File: config.mk
export PLATFORM = sky130hd
export DESIGN_NAME = tts_sequencer
export DESIGN_NICKNAME = d
export VERILOG_FILES = /design/src/tts_pkg.sv /design/src/tts_eval_if.sv /design/src/tts_sequencer.sv /design/src/tts_expr_eval.sv
export SDC_FILE = /design/constraint.sdc
export NUM_CORES = 1
export LEC_CHECK = 0
export BUFFER_PORTS_ARGS = -buffer_cell sky130_fd_sc_hd__buf_2
export CAP_MARGIN = 20
export CELL_PAD_IN_SITES_DETAIL_PLACEMENT = 1
export CELL_PAD_IN_SITES_GLOBAL_PLACEMENT = 1
export CORE_MARGIN = 1.5
export CORE_UTILIZATION = 25
export CTS_BUF_LIST = sky130_fd_sc_hd__clkbuf_4 sky130_fd_sc_hd__clkbuf_8
export DETAILED_ROUTE_END_ITERATION = 10
export HOLD_SLACK_MARGIN = 0.06
export PLACE_DENSITY_LB_ADDON = 0.2
export SLEW_MARGIN = 20
export SYNTH_ARGS = -nofsm -noshare
export SYNTH_HDL_FRONTEND = slang
export SYNTH_SLANG_ARGS = --single-unit
File: constraint.sdc
create_clock -name clk -period 21.2 [get_ports clk]
set_input_delay 2.12 -clock clk [delete_from_list [all_inputs] [get_ports clk]]
set_output_delay 2.12 -clock clk [all_outputs]
set_load 0.01 [all_outputs]
File: src/tts_pkg.sv
// Shared constants and types for the trace trigger sequencer
`default_nettype none
package tts_pkg;
  localparam int NUM_TERMS = 8;
  localparam int TERM_W = 3;
  localparam int SET_W = 5;
  localparam int CNT_W = 16;
  localparam int PAT_N = 8;
  localparam int PAT_HALF = 4;

  // Term numbers are zero based here: index 0 is the first term
  localparam logic [TERM_W-1:0] FIRST_TERM = 3'h0;
  localparam logic [TERM_W-1:0] LAST_TERM = 3'h7;
  localparam logic [TERM_W-1:0] DEFAULT_TRIG_TERM = 3'h1;
  localparam logic [TERM_W-1:0] SIMPLE_DEST_TERM = 3'h1;
  localparam logic [TERM_W-1:0] TERM_STEP = 3'h1;
  localparam logic [CNT_W-1:0] DEFAULT_COUNT = 16'h0001;
  localparam logic [CNT_W-1:0] CNT_ONE = 16'h0001;
  localparam logic [SET_W-1:0] SET_EMPTY = 5'h00;

  typedef enum logic [1:0] {EXP_NEVER, EXP_ANY, EXP_RES} tts_kind_t;

  // Set A holds p1..p4 and range, set B holds p5..p8 and arm
  typedef struct packed {
    tts_kind_t kind;
    logic [SET_W-1:0] maskA;
    logic norA;
    logic [SET_W-1:0] maskB;
    logic norB;
    logic orSets;
  } tts_expr_t;

  localparam tts_expr_t EXPR_NEVER = '{EXP_NEVER, SET_EMPTY, 1'b0,
                                       SET_EMPTY, 1'b0, 1'b0};
  localparam tts_expr_t EXPR_ANY = '{EXP_ANY, SET_EMPTY, 1'b0,
                                     SET_EMPTY, 1'b0, 1'b0};
endpackage
`default_nettype wire

File: src/tts_eval_if.sv
// Carrier between the sequencer and its expression evaluators
`default_nettype none
interface tts_eval_if;
  import tts_pkg::*;
  tts_expr_t expr;
  logic [SET_W-1:0] resA;
  logic [SET_W-1:0] resB;
  logic hit;
  modport eval (input expr, input resA, input resB, output hit);
  modport user (output expr, output resA, output resB, input hit);
endinterface
`default_nettype wire

File: src/tts_sequencer.sv
// Eight-term trace trigger sequencer with per-term storage qualifiers
//
// Summary of operation
// RULE1: Eight terms, exactly one active at once.
// RULE2: Default primary any to next; term eight never.
// RULE3: Default secondary expressions all never.
// RULE4: Default storage qualifiers all store everything.
// RULE5: Default trigger term is term two.
// RULE6: Complex entry or reset command restores defaults.
// RULE7: Simple trigger: pattern primary of term one.
// RULE8: Simple trigger: term two never, trigger term.
// RULE9: Simple trigger touches only first two terms.
// RULE10: Primary branch destination is any term.
// RULE11: Secondary branch has own expression and destination.
// RULE12: Primary branch waits for its occurrence count.
// RULE13: Trigger term may not be term one.
// RULE14: Trigger raised on entry into trigger term.
// RULE15: Both expressions never holds the term forever.
// RULE16: Active term's qualifier decides storage.
// RULE17: Global storage write sets all terms.
// RULE18: One prestore qualifier covers every term.
// RULE19: Qualifier is all, none, pattern or range.
// RULE20: Windowing stores only between enable and disable.
// RULE21: OR or NOR within sets, then AND/OR.
// RULE22: Primary match outranks secondary match.
`default_nettype none
module tts_sequencer #(
  parameter int CNT_WIDTH = tts_pkg::CNT_W
) (
  input wire logic clk,
  input wire logic sys_rst,
  input wire logic busValid,
  input wire logic [tts_pkg::PAT_N-1:0] patHit,
  input wire logic rangeHit,
  input wire logic armHit,
  input wire logic traceRun,
  input wire logic enterComplex,
  input wire logic seqReset,
  input wire logic primWr,
  input wire logic [tts_pkg::TERM_W-1:0] primTerm,
  input wire tts_pkg::tts_expr_t primExpr,
  input wire logic [tts_pkg::TERM_W-1:0] primDest,
  input wire logic [CNT_WIDTH-1:0] primCount,
  input wire logic secWr,
  input wire logic [tts_pkg::TERM_W-1:0] secTerm,
  input wire tts_pkg::tts_expr_t secExpr,
  input wire logic [tts_pkg::TERM_W-1:0] secDest,
  input wire logic stoWr,
  input wire logic stoGlobal,
  input wire logic [tts_pkg::TERM_W-1:0] stoTerm,
  input wire tts_pkg::tts_expr_t stoExpr,
  input wire logic trigWr,
  input wire logic [tts_pkg::TERM_W-1:0] trigSel,
  input wire logic simple_trigger_setup,
  input wire tts_pkg::tts_expr_t simpleExpr,
  input wire logic preWr,
  input wire tts_pkg::tts_expr_t preExpr,
  output logic [tts_pkg::TERM_W-1:0] activeTerm_r,
  output logic [CNT_WIDTH-1:0] occLeft_r,
  output logic [tts_pkg::TERM_W-1:0] trigTerm_r,
  output logic trigger_r,
  output logic triggered_r,
  output logic storeEn_r,
  output logic prestoreEn_r,
  output logic trigSelErr_r
);
  import tts_pkg::*;

  localparam logic [CNT_WIDTH-1:0] CNT_DEF = CNT_WIDTH'(DEFAULT_COUNT);
  localparam logic [CNT_WIDTH-1:0] CNT_1 = CNT_WIDTH'(CNT_ONE);

  tts_expr_t priExpr_r [NUM_TERMS];
  logic [TERM_W-1:0] priDest_r [NUM_TERMS];
  logic [CNT_WIDTH-1:0] priCount_r [NUM_TERMS];
  tts_expr_t secExpr_r [NUM_TERMS];
  logic [TERM_W-1:0] secDest_r [NUM_TERMS];
  tts_expr_t stoExpr_r [NUM_TERMS];
  tts_expr_t preExpr_r;

  logic specDefault;
  logic [TERM_W-1:0] term_nxt;
  logic [CNT_WIDTH-1:0] occ_nxt;
  logic branch;
  logic enterTrig;
  logic lastOcc;
  logic primTake;
  logic primCountDn;
  logic secTake;
  logic stoPass;
  logic prePass;
  logic primHit;
  logic secHit;
  logic stoHit;
  logic preHit;
  logic [SET_W-1:0] resA;
  logic [SET_W-1:0] resB;

  assign specDefault = enterComplex | seqReset; // see RULE6
  // Set A is {range, p4..p1} and set B is {arm, p8..p5}; patterns only
  // meet patterns of their own set before the two sets are joined
  assign resA = {rangeHit, patHit[PAT_HALF-1:0]};
  assign resB = {armHit, patHit[PAT_N-1:PAT_HALF]};

  // Only the active term is evaluated, so one evaluator per expression
  // kind serves all eight terms at the cost of a wide mux
  tts_eval_if priIf ();
  tts_eval_if secIf ();
  tts_eval_if stoIf ();
  tts_eval_if preIf ();

  assign priIf.expr = priExpr_r[activeTerm_r];
  assign priIf.resA = resA;
  assign priIf.resB = resB;
  assign secIf.expr = secExpr_r[activeTerm_r]; // see RULE11
  assign secIf.resA = resA;
  assign secIf.resB = resB;
  assign stoIf.expr = stoExpr_r[activeTerm_r]; // see RULE16
  assign stoIf.resA = resA;
  assign stoIf.resB = resB;
  assign preIf.expr = preExpr_r; // see RULE18
  assign preIf.resA = resA;
  assign preIf.resB = resB;

  tts_expr_eval priEval (.ev(priIf.eval));
  tts_expr_eval secEval (.ev(secIf.eval));
  tts_expr_eval stoEval (.ev(stoIf.eval));
  tts_expr_eval preEval (.ev(preIf.eval));

  assign primHit = priIf.hit;
  assign secHit = secIf.hit;
  assign stoHit = stoIf.hit; // see RULE19
  assign preHit = preIf.hit;

  // Specification store, one generate slice per term
  genvar gi;
  generate
    for (gi = 0; gi < NUM_TERMS; gi++) begin : gTerm
      localparam logic [TERM_W-1:0] IDX = TERM_W'(gi);
      localparam logic [TERM_W-1:0] NEXT_T =
        (IDX == LAST_TERM) ? LAST_TERM : TERM_W'(IDX + TERM_STEP);
      localparam tts_expr_t PRI_DEF =
        (IDX == LAST_TERM) ? EXPR_NEVER : EXPR_ANY;

      // Primary branch expression and destination
      always_ff @(posedge clk or posedge sys_rst) begin
        if (sys_rst) begin
          priExpr_r[gi] <= PRI_DEF; // see RULE2
          priDest_r[gi] <= NEXT_T;
        end else if (specDefault) begin
          priExpr_r[gi] <= PRI_DEF; // see RULE2
          priDest_r[gi] <= NEXT_T;
        end else if (simple_trigger_setup && IDX == FIRST_TERM) begin
          priExpr_r[gi] <= simpleExpr; // see RULE7
          priDest_r[gi] <= SIMPLE_DEST_TERM;
        end else if (simple_trigger_setup && IDX == SIMPLE_DEST_TERM) begin
          priExpr_r[gi] <= EXPR_NEVER; // see RULE8
        end else if (primWr && primTerm == IDX) begin
          priExpr_r[gi] <= primExpr;
          priDest_r[gi] <= primDest; // see RULE10
        end
      end

      // Occurrence count; term two keeps its own under a simple trigger
      always_ff @(posedge clk or posedge sys_rst) begin
        if (sys_rst) begin
          priCount_r[gi] <= CNT_DEF;
        end else if (specDefault) begin
          priCount_r[gi] <= CNT_DEF;
        end else if (simple_trigger_setup && IDX == FIRST_TERM) begin
          priCount_r[gi] <= CNT_DEF;
        end else if (simple_trigger_setup && IDX == SIMPLE_DEST_TERM) begin
          priCount_r[gi] <= priCount_r[gi];
        end else if (primWr && primTerm == IDX) begin
          priCount_r[gi] <= primCount; // see RULE12
        end
      end

      // Secondary branch; the simple trigger leaves other terms alone
      always_ff @(posedge clk or posedge sys_rst) begin
        if (sys_rst) begin
          secExpr_r[gi] <= EXPR_NEVER; // see RULE3
          secDest_r[gi] <= FIRST_TERM;
        end else if (specDefault) begin
          secExpr_r[gi] <= EXPR_NEVER; // see RULE3
          secDest_r[gi] <= FIRST_TERM;
        end else if (simple_trigger_setup && IDX <= SIMPLE_DEST_TERM) begin
          secExpr_r[gi] <= EXPR_NEVER; // see RULE8 and RULE9
        end else if (secWr && secTerm == IDX) begin
          secExpr_r[gi] <= secExpr; // see RULE11
          secDest_r[gi] <= secDest;
        end
      end

      // Storage qualifier; the global write reaches every term at once
      always_ff @(posedge clk or posedge sys_rst) begin
        if (sys_rst) begin
          stoExpr_r[gi] <= EXPR_ANY; // see RULE4
        end else if (specDefault) begin
          stoExpr_r[gi] <= EXPR_ANY; // see RULE4
        end else if (stoWr && (stoGlobal || stoTerm == IDX)) begin
          stoExpr_r[gi] <= stoExpr; // see RULE17
        end
      end
    end
  endgenerate

  // Prestore qualifier is shared by all terms
  always_ff @(posedge clk or posedge sys_rst) begin
    if (sys_rst) begin
      preExpr_r <= EXPR_NEVER;
    end else if (specDefault) begin
      preExpr_r <= EXPR_NEVER;
    end else if (preWr) begin
      preExpr_r <= preExpr; // see RULE18
    end
  end

  // Trigger term; term one is refused and the old choice is kept
  always_ff @(posedge clk or posedge sys_rst) begin
    if (sys_rst) begin
      trigTerm_r <= DEFAULT_TRIG_TERM; // see RULE5
    end else if (specDefault) begin
      trigTerm_r <= DEFAULT_TRIG_TERM; // see RULE5 and RULE6
    end else if (simple_trigger_setup) begin
      trigTerm_r <= SIMPLE_DEST_TERM; // see RULE8
    end else if (trigWr && trigSel != FIRST_TERM) begin
      trigTerm_r <= trigSel; // see RULE13
    end
  end

  // Refusal pulse; a higher priority command in the same cycle hides it
  always_ff @(posedge clk or posedge sys_rst) begin
    if (sys_rst) begin
      trigSelErr_r <= 1'b0;
    end else begin
      trigSelErr_r <= trigWr && (trigSel == FIRST_TERM) && !specDefault
                      && !simple_trigger_setup; // see RULE13
    end
  end

  // Branch decision for the state on the bus this cycle. A primary hit
  // that is still counting swallows the state, so the secondary branch
  // cannot steal it. A count of zero behaves as one
  assign lastOcc = (occLeft_r <= CNT_1); // see RULE12
  assign primTake = busValid && primHit && lastOcc;
  assign primCountDn = busValid && primHit && !lastOcc;
  assign secTake = busValid && !primHit && secHit; // see RULE22

  always_comb begin
    term_nxt = activeTerm_r;
    branch = 1'b0;
    occ_nxt = occLeft_r;
    if (primTake) begin
      term_nxt = priDest_r[activeTerm_r]; // see RULE10
      branch = 1'b1;
    end else if (secTake) begin
      term_nxt = secDest_r[activeTerm_r]; // see RULE11
      branch = 1'b1;
    end else if (primCountDn) begin
      occ_nxt = occLeft_r - CNT_1; // see RULE12
    end
    // With both never neither arm fires and the term holds (see RULE15)
    if (branch) begin
      occ_nxt = priCount_r[term_nxt];
    end
  end

  // Active term; an idle trace parks on term one
  always_ff @(posedge clk or posedge sys_rst) begin
    if (sys_rst) begin
      activeTerm_r <= FIRST_TERM;
    end else if (specDefault || !traceRun) begin
      activeTerm_r <= FIRST_TERM;
    end else begin
      activeTerm_r <= term_nxt; // see RULE1
    end
  end

  // Occurrences left; reloaded on every entry, a self loop included
  always_ff @(posedge clk or posedge sys_rst) begin
    if (sys_rst) begin
      occLeft_r <= CNT_DEF;
    end else if (specDefault) begin
      occLeft_r <= CNT_DEF;
    end else if (!traceRun) begin
      occLeft_r <= priCount_r[FIRST_TERM];
    end else begin
      occLeft_r <= occ_nxt; // see RULE12
    end
  end

  // Trigger fires on entry, never on leaving the trigger term; a self
  // loop through the secondary branch is not an entry
  assign enterTrig = branch && (term_nxt == trigTerm_r)
                     && (activeTerm_r != trigTerm_r); // see RULE14

  always_ff @(posedge clk or posedge sys_rst) begin
    if (sys_rst) begin
      trigger_r <= 1'b0;
    end else if (specDefault || !traceRun) begin
      trigger_r <= 1'b0;
    end else begin
      trigger_r <= enterTrig; // see RULE14
    end
  end

  // Sticky until the trace stops or the default is restored
  always_ff @(posedge clk or posedge sys_rst) begin
    if (sys_rst) begin
      triggered_r <= 1'b0;
    end else if (specDefault || !traceRun) begin
      triggered_r <= 1'b0;
    end else if (enterTrig) begin
      triggered_r <= 1'b1;
    end
  end

  // Storage uses the term active when the state arrives, so a window
  // opens with the state after the enable match and closes with the
  // state that matches the disable (see RULE20)
  assign stoPass = traceRun && busValid && stoHit; // see RULE16
  // Prestore only picks up states that the term's qualifier passed over
  assign prePass = traceRun && busValid && !stoHit && preHit; // see RULE18

  always_ff @(posedge clk or posedge sys_rst) begin
    if (sys_rst) begin
      storeEn_r <= 1'b0;
    end else begin
      storeEn_r <= stoPass;
    end
  end

  always_ff @(posedge clk or posedge sys_rst) begin
    if (sys_rst) begin
      prestoreEn_r <= 1'b0;
    end else begin
      prestoreEn_r <= prePass;
    end
  end
endmodule
`default_nettype wire

File: src/tts_expr_eval.sv
// Combinational evaluator of one branch or storage expression
`default_nettype none
module tts_expr_eval (
  tts_eval_if.eval ev
);
  import tts_pkg::*;

  logic hitA;
  logic hitB;
  logic useA;
  logic useB;

  // Within-set OR or NOR first, then the sets are joined (see RULE21)
  always_comb begin
    useA = (ev.expr.maskA != SET_EMPTY);
    useB = (ev.expr.maskB != SET_EMPTY);
    hitA = (|(ev.expr.maskA & ev.resA)) ^ ev.expr.norA;
    hitB = (|(ev.expr.maskB & ev.resB)) ^ ev.expr.norB;
    case (ev.expr.kind)
      EXP_ANY: ev.hit = 1'b1;
      EXP_RES: begin
        if (useA && useB) begin
          ev.hit = ev.expr.orSets ? (hitA | hitB) : (hitA & hitB);
        end else if (useA) begin
          ev.hit = hitA;
        end else if (useB) begin
          ev.hit = hitB;
        end else begin
          ev.hit = 1'b0;
        end
      end
      default: ev.hit = 1'b0;
    endcase
  end
endmodule
`default_nettype wire

==> summary.md, run 1 <==
| Metric | Value |
|---|---|
| CTS tree | `yes` |
| Setup violators final | `0` |
| Power Density | `roughly 76 nW/um^2` |
| Grt total ovfl | `0` |
| Inst Count DP | `around 4,600` |
| Initial Util | `around 25%` |
| Asr flop ratio synth | `between 90% and 100%` |
| Setup ws final | `between 10,000 and 15,000 ps` |
| All-Layer GR Usage | `between 10% and 20%` |
| Hold crit path type | `flop to flop` |
| DRT iter0 DRCs | `roughly 1,600` |
| Area of the mapped netlist | `29,300 um^2` |
| Non-filler cells, final | `4,793` |
| Final period util | `33.7%` |
| Post-synth EDFFs | `0` |
| Tmin final | `roughly 7100 ps` |
| Post-CTS Resized | `0` |
| First-pass GRT wire length | `between 150,000 and 200,000 um` |
| Primary FF master, synth | `dfrtp_1` |
| Post-DP HPWL | `72,600 um` |
| Fmax | `between 100 and 150 MHz` |
| Max-slew violation count | `0` |
| Worst skew pair latency | `760 ps` |
| Via count | `approximately 24,000` |
| Avg WL per Cell | `approximately 24 um` |
| Yosys warns | `0` |
| Min-delay src | `priDest_r[8]` |
| Boundary Pins | `159` |
| Max Buffers Root-to-Sink | `3` |
| Rel. slew slack | `around 27%` |
| Pre-CTS setup slack | `between 10,000 and 15,000 ps` |
| CTS H-tree depth | `3` |
| Die height | `345 um` |
| Area leader, netlist | `dfrtp_1` |
| Leakage power | `between 10 and 15 nW` |
| Area grow syn2layout | `15.4%` |
| Ranking of synthesized cells by area | `dfrtp_1, nand2_1, mux2i_1, mux4_2, a21oi_1` |
| Critical Path RT | `roughly 22,000 ps` |
| Area of the multi-input gates | `between 10,000 and 15,000 um^2` |
| Root Buffer | `clkbuf_8` |
| Crit path kind | `flop to flop` |
| RR Startpoint | `activeTerm_r[0]` |
| Cells after synthesis | `roughly 3,100` |
| Final GP Congestion | `0.789` |
| Total negative slack | `0 ps` |
| Sequential share of the synthesized area | `between 40% and 50%` |
| Status | `finished clean` |
| R2R Setup Slk | `14,060 ps` |
| Die ar. | `between 100,000 and 150,000 um^2` |
| Register area | `between 10,000 and 15,000 um^2` |
| Crit-path max FO | `42` |
| Core area | `~120,000 um^2` |
| Vias/cell | `~5` |
| Layout cells sized above 1 | `between 10% and 20%` |
| Synth Register Bits | `578` |
| Detailed Route WL | `116,000 um` |
| Worst Clk Skew | `around 65 ps` |
| Filler instances | `roughly 13,000` |
| Number of distinct library cells after synthesis | `between 70 and 80` |
| Crit end category | `flop` |
| Largest vdd supply drop | `approximately 0.000046 V` |
| DRC | `0` |
| Number of global-route vias before repair | `between 20,000 and 30,000` |
| Avg Cell Area, Syn | `9.38 um^2` |
| Pre-antenna DRT Iters | `7` |
| CP startpoint | `activeTerm_r[0]` |
| Least-Margin Pin Slew | `1090 ps` |
| Share of Yosys cell area claimed by the top area cell type | `45.9%` |
| Routed Antenna Nets | `0` |
| Crit path DAT | `just under 8000 ps` |
| Crit path launch type | `flop` |
| Chip Width | `about 350 um` |
| RSZ-0062 raised after global routing | `false` |
| Final hold violation count | `0` |
| Cts hold-fix bufs | `0` |
| Clock sinks | `about 580` |
| Number of post-CTS setup repair buffers | `0` |
| Num CTS Buffers | `around 110` |
| Worst-path clk slew | `around 60 ps` |
| # Max-Cap Violations | `0` |
| Pin count of the biggest net entering global routing | `134` |
| Mapped Nets | `approximately 3,300` |
| IO buf count | `roughly 160` |
| Initial antenna violation count | `25` |
| Nets | `roughly 3,300` |
| Std cell rows | `roughly 130` |
==> state kept, by name (all words and copies together) (netlist names) <==
register and cells:
priCount_r 128, priExpr_r 120, secExpr_r 120, stoExpr_r 120
priDest_r 24, secDest_r 24, occLeft_r 16, preExpr_r 15
activeTerm_r 3, trigTerm_r 3, prestoreEn_r 1, storeEn_r 1
trigSelErr_r 1, trigger_r 1, triggered_r 1
==> critical path: stages, from the launching register on <==
cell	delay [ps]
dfrtp_4	720
buf_4	650
buf_4	750
mux4_2	590
nand2_1	90
and2_1	170
inv_1	50
ha_1	260
nor2b_1	140
nand2_1	120
or3b_2	450
a31oi_1	150
mux2i_1	110
nand3_1	190
o21ai_1	260
nand2_1	140
buf_4	320
o21ai_2	170
buf_4	240
nor3_1	820
a32oi_1	230
a31o_2	300
==> path summary, 6_finish.rpt <==
kind	end	depth (start not counted)
max in group asynchronous	priCount_r[47]	4
worst min register to register	priDest_r[8]	2
worst max-delay path	occLeft_r[4]	21
min in group asynchronous	stoExpr_r[110]	2
worst max register to register	occLeft_r[4]	21
worst min-delay path	priDest_r[8]	2
==> layer usage <==
metal  global-route usage (%)  share of wire, %
met1                     27.4                47
met2                     31.1                46
met3                     2.98               4.2
met4                     4.70               2.0
met5                        0              0.12
==> synthesized netlist by cell type (all sizes together) (9+ instances only) <==
library cell,count
inv,21
buf,61
a31oi,14
a22oi,25
ha,10
dfrtp,538
or3,9
nor2b,11
nand3,68
mux2,40
mux2i,205
dfstp,40
o21ai,63
clkbuf,225
nor3,26
a21oi,381
nand2,873
nand2b,10
o211ai,11
mux4,89
and2,17
nor2,227
a22o,30
==> final cells by class <==
| class | instances | area share, % |
|---|---|---|
| Antenna cell | 4 | 0.0296 |
| Clock buffer | 187 | 6.83 |
| Clock inverter | 16 | 0.292 |
| Inverter | 22 | 0.266 |
| Multi-Input combinational cell | 2237 | 40.2 |
| Sequential cell | 578 | 42.9 |
| Tap cell | 1524 | 5.64 |
| Timing Repair Buffer | 225 | 3.86 |
==> power breakdown <==
| part | internal [W] | leakage (nW) | switching (W) | total [W] |
|---|---|---|---|---|
| logic | 0.0000666 | 5.29 | 0.000174 | 0.000240 |
| clock network | 0.000682 | 1.29 | 0.000522 | 0.00120 |
| registers | 0.00112 | 7.89 | 0.0000126 | 0.00113 |
==> placed cells by master (no fill, tap or decap), types with 16 or more instances in the layout <==
| cell | instances |
|---|---|
| mux2_2 | 32 |
| mux4_2 | 89 |
| nor3_1 | 22 |
| buf_2 | 158 |
| o21ai_0 | 50 |
| clkbuf_4 | 42 |
| clkbuf_8 | 145 |
| inv_1 | 19 |
| a22oi_1 | 25 |
| mux2i_1 | 205 |
| a21oi_1 | 381 |
| a22o_1 | 30 |
| and2_1 | 16 |
| nor2_1 | 217 |
| nand3_1 | 67 |
| dfstp_2 | 40 |
| nand2_1 | 872 |
| dfrtp_1 | 535 |
| buf_4 | 66 |
==> kinds of logic (layout without fill, tap and decap cells) <==
logic type	Yosys count	in the layout	synth area share, %
multiplexers	334	334	15.4
adder cells (fa/ha/maj)	10	10	0.427
XOR/XNOR	10	10	0.299
AND/OR/NAND/NOR	1281	1281	17.7
AO/OA/AOI/OAI	602	602	12.1
other	0	4	0
flip-flops	578	578	49.5
buffers and inverters	308	450	4.53
==> metrics by stage <==
stage	hold WS, ps	utilization, %	cell area [um^2]	power, W
after floorplan	461	-	29300	0.00130
after global placement	472	27.0	31400	0.00140
after detailed placement	476	27.0	31400	0.00140
after CTS	484	29.1	33800	0.00262
after global routing	506	29.1	33800	0.00269
final	481	29.1	33800	0.00258
Note: power is estimated with default switching activity, not from simulation.
==> inputs of run 2 (changes only) <==
Clock period 21.2 ns to 7.25 ns, I/O delays scaled along.
==> run 2 against run 1 <==
Against the previous run: critical endpoint is now occLeft_r[14]; combinational power grew to 3.0 times the previous value; maximum frequency rose by 24%; register-to-register slack worse by 13000 ps; wire length grew 1.1%; via count is 0.11% lower; highest routed layer unchanged; critical path depth fell by 8.
==> summary.md, run 2 (synthesis results as in run 1) <==
| Metric | Value |
|---|---|
| Rel. slew slack | `24.3% (-3.0 points)` |
| NetSw | `0.00208 W (+190%)` |
| Vias/cell | `4.99 (-0.21%)` |
| Setup ws final | `1500 ps (-12,560 ps)` |
| R2R Setup Slk | `1500 ps (-12,560 ps)` |
| Setup violators final | `0 (unchanged)` |
| Worst-path clk slew | `70 ps (about the same)` |
| Part of the power in registers | `43.6% (-0.3 points)` |
| Max Buffers Root-to-Sink | `3 (unchanged)` |
| Path depth of the worst reg2reg path | `13 (-38%)` |
| Pre-antenna DRT Iters | `8 (+1)` |
| Sw frac | `27.4% (-0.067 points)` |
| Die ar. | `119,000 um^2 (unchanged)` |
| Boundary Pins | `159 (unchanged)` |
| R2r endpoint | `occLeft_r[14]` |
| Crit path DAT | `6430 ps (-1360 ps)` |
| Area grow syn2layout | `15.8%` |
| Cell area after layout | `34,000 um^2 (+0.35%)` |
| Critical Path RT | `7930 ps (-13,920 ps)` |
| Most frequent cells in the layout | `nand2_1, dfrtp_1, a21oi_1` |
| Min-delay src | `simpleExpr[2]` |
| Worst Clk Skew | `88.9 ps (+24.0 ps)` |
| Final hold violation count | `0 (unchanged)` |
| # Max-Cap Violations | `0 (unchanged)` |
| Worst hold slack | `200 ps (-281 ps)` |
| Final period util | `79.3% (+46 points)` |
| Filler instances | `13,300 (-0.29%)` |
| Hold crit path type | `primary input to flop` |
| Avg WL per Cell | `24.4 um (+1.0%)` |
| Crit path kind | `flop to flop` |
| Power Density | `224 nW/um^2 (+190%)` |
| Layout Utilization | `29.2% (+0.10 points)` |
| Int Power | `0.00551 W (+200%)` |
| DRT iter0 DRCs | `1,662 (+6.3%)` |
| Detailed Route WL | `117,000 um (+1.1%)` |
| Post-CTS Resized | `0 (unchanged)` |
| Worst Hold Depth | `3 (+1)` |
| Max-slew violation count | `0 (unchanged)` |
| Final GP Congestion | `0.821 (+4.1%)` |
| Top reg by flops | `priCount_r` |
| Initial antenna violation count | `23 (-8.0%)` |
| Pwr Total | `0.00760 W (+190%)` |
| Grt total ovfl | `0 (unchanged)` |
| Pre-CTS setup slack | `1510 ps (-12,590 ps)` |
| CTS tree | `yes` |
| Least-Margin Pin Slew | `1140 ps (+44.6 ps)` |
| Leakage power | `14.5 nW (+0.42%)` |
| Die height | `345 um (unchanged)` |
| DRC | `0 (unchanged)` |
| Worst skew pair latency | `790 ps (+30 ps)` |
| IO buf count | `158 (unchanged)` |
| Fmax | `174 MHz (+24%)` |
| Root Buffer | `clkbuf_8` |
| Std cell rows | `125 (unchanged)` |
| Clk pwr share | `47.1% (+0.4 points)` |
| Crit end category | `flop` |
| Combinational share of power | `9.3% (about the same)` |
| Status | `finished clean` |
| Max reg flops | `128 (unchanged)` |
| Clock sinks | `578 (unchanged)` |
| RSZ-0062 raised after global routing | `false` |
| Num CTS Buffers | `109 (unchanged)` |
| First-pass GRT wire length | `176,000 um (+0.16%)` |
| Core area | `116,000 um^2 (unchanged)` |
| Routed Antenna Nets | `0 (unchanged)` |
| Initial Util | `25.2% (unchanged)` |
| Post-DP HPWL | `74,000 um (+1.9%)` |
| Nets | `3,323 (+0.24%)` |
| Most common cell after layout, fill and taps aside | `nand2_1` |
| Number of global-route vias before repair | `25,000 (-1.3%)` |
| Number of post-CTS setup repair buffers | `0 (unchanged)` |
| All-Layer GR Usage | `19.6% (+0.21 points)` |
| Crit path launch type | `flop` |
| Largest vdd supply drop | `0.000112 V (+150%)` |
| Min-Delay Endpoint | `priExpr_r[107]` |
| RR Startpoint | `activeTerm_r[0]` |
| Placed inst area | `31,500 um^2 (+0.24%)` |
| Crit-path max FO | `41 (-2.4%)` |
| Chip Width | `345 um (unchanged)` |
| CTS H-tree depth | `3 (unchanged)` |
| Via count | `24,000 (-0.11%)` |
| Tmin final | `5750 ps (-1390 ps)` |
| Layout cells sized above 1 | `19.6% (about the same)` |
| Cts hold-fix bufs | `1 (+1)` |
| Pin count of the biggest net entering global routing | `152 (+13%)` |
## run 2: cell count changes in the layout (fill, tap and decap cells not counted), sizes merged
cell / before / now
buf: 225 / 232
bufinv: 0 / 1
clkbuf: 187 / 185
clkinv: 13 / 10
diode: 4 / 6
dlygate4sd3: 0 / 1
inv: 22 / 21
## run 2: final cells by class
class / instances / area (um^2) / share of cell area (%)
antenna: 6 / 15.0 / 0.0442
clock buffer: 185 / 2330 / 6.85
clock inverter: 13 / 106 / 0.313
inverter: 22 / 86.3 / 0.254
multi-input combinational: 2237 / 13600 / 40.0
sequential: 578 / 14500 / 42.8
tap: 1524 / 1910 / 5.62
timing repair buffer: 233 / 1410 / 4.14
## run 2: worst max path at each step
stage / slack, ps / depth (start not counted) / startpoint / to
after floorplan: -1320 / 1 / sys_rst / activeTerm_r[0]
after global placement: 1600 / 13 / activeTerm_r[0] / occLeft_r[15]
after detailed placement: 1510 / 13 / activeTerm_r[0] / occLeft_r[15]
after CTS: 1510 / 13 / activeTerm_r[0] / occLeft_r[14]
after global routing: 1070 / 15 / activeTerm_r[0] / occLeft_r[13]
final: 1500 / 13 / activeTerm_r[0] / occLeft_r[14]
## run 2: routing by layer
metal | part of all wire, % | track usage (%) | vias to the layer above
met2 | 45 | 30.3 | 526
met3 | 4.4 | 3.28 | 186
met5 | 0.076 | 0 | -
met4 | 2.7 | 6.17 | 14
li1 | - | - | 10800
met1 | 48 | 27.8 | 12400
## run 2: metrics by stage
step           instances  setup TNS, ps
2_1_floorplan       3123        -709000
3_3_place_gp        4593              0
3_5_place_dp        4593              0
4_1_cts             4792              0
5_1_grt             4794              0
6_report            4798              0
## run 2: power by group through the flow
stage | clock (W) | combinational [W] | sequential (W)
final | 0.00358 | 0.000710 | 0.00331
after global placement | 0 | 0.000719 | 0.00337
after floorplan | 0 | 0.000445 | 0.00335
after detailed placement | 0 | 0.000722 | 0.00337
after global routing | 0.00382 | 0.000777 | 0.00331
after CTS | 0.00370 | 0.000724 | 0.00331
## run 2: critical path, cell delays in order, from the launching register on
cell	delay (ps)
dfrtp_4	960
buf_4	370
mux4_2	530
mux2_2	300
a21oi_1	310
a41oi_1	190
or4_1	470
and3_1	260
a21oi_1	230
o21a_1	490
nor2_8	210
nor2_1	850
a311oi_1	220
o211ai_1	220
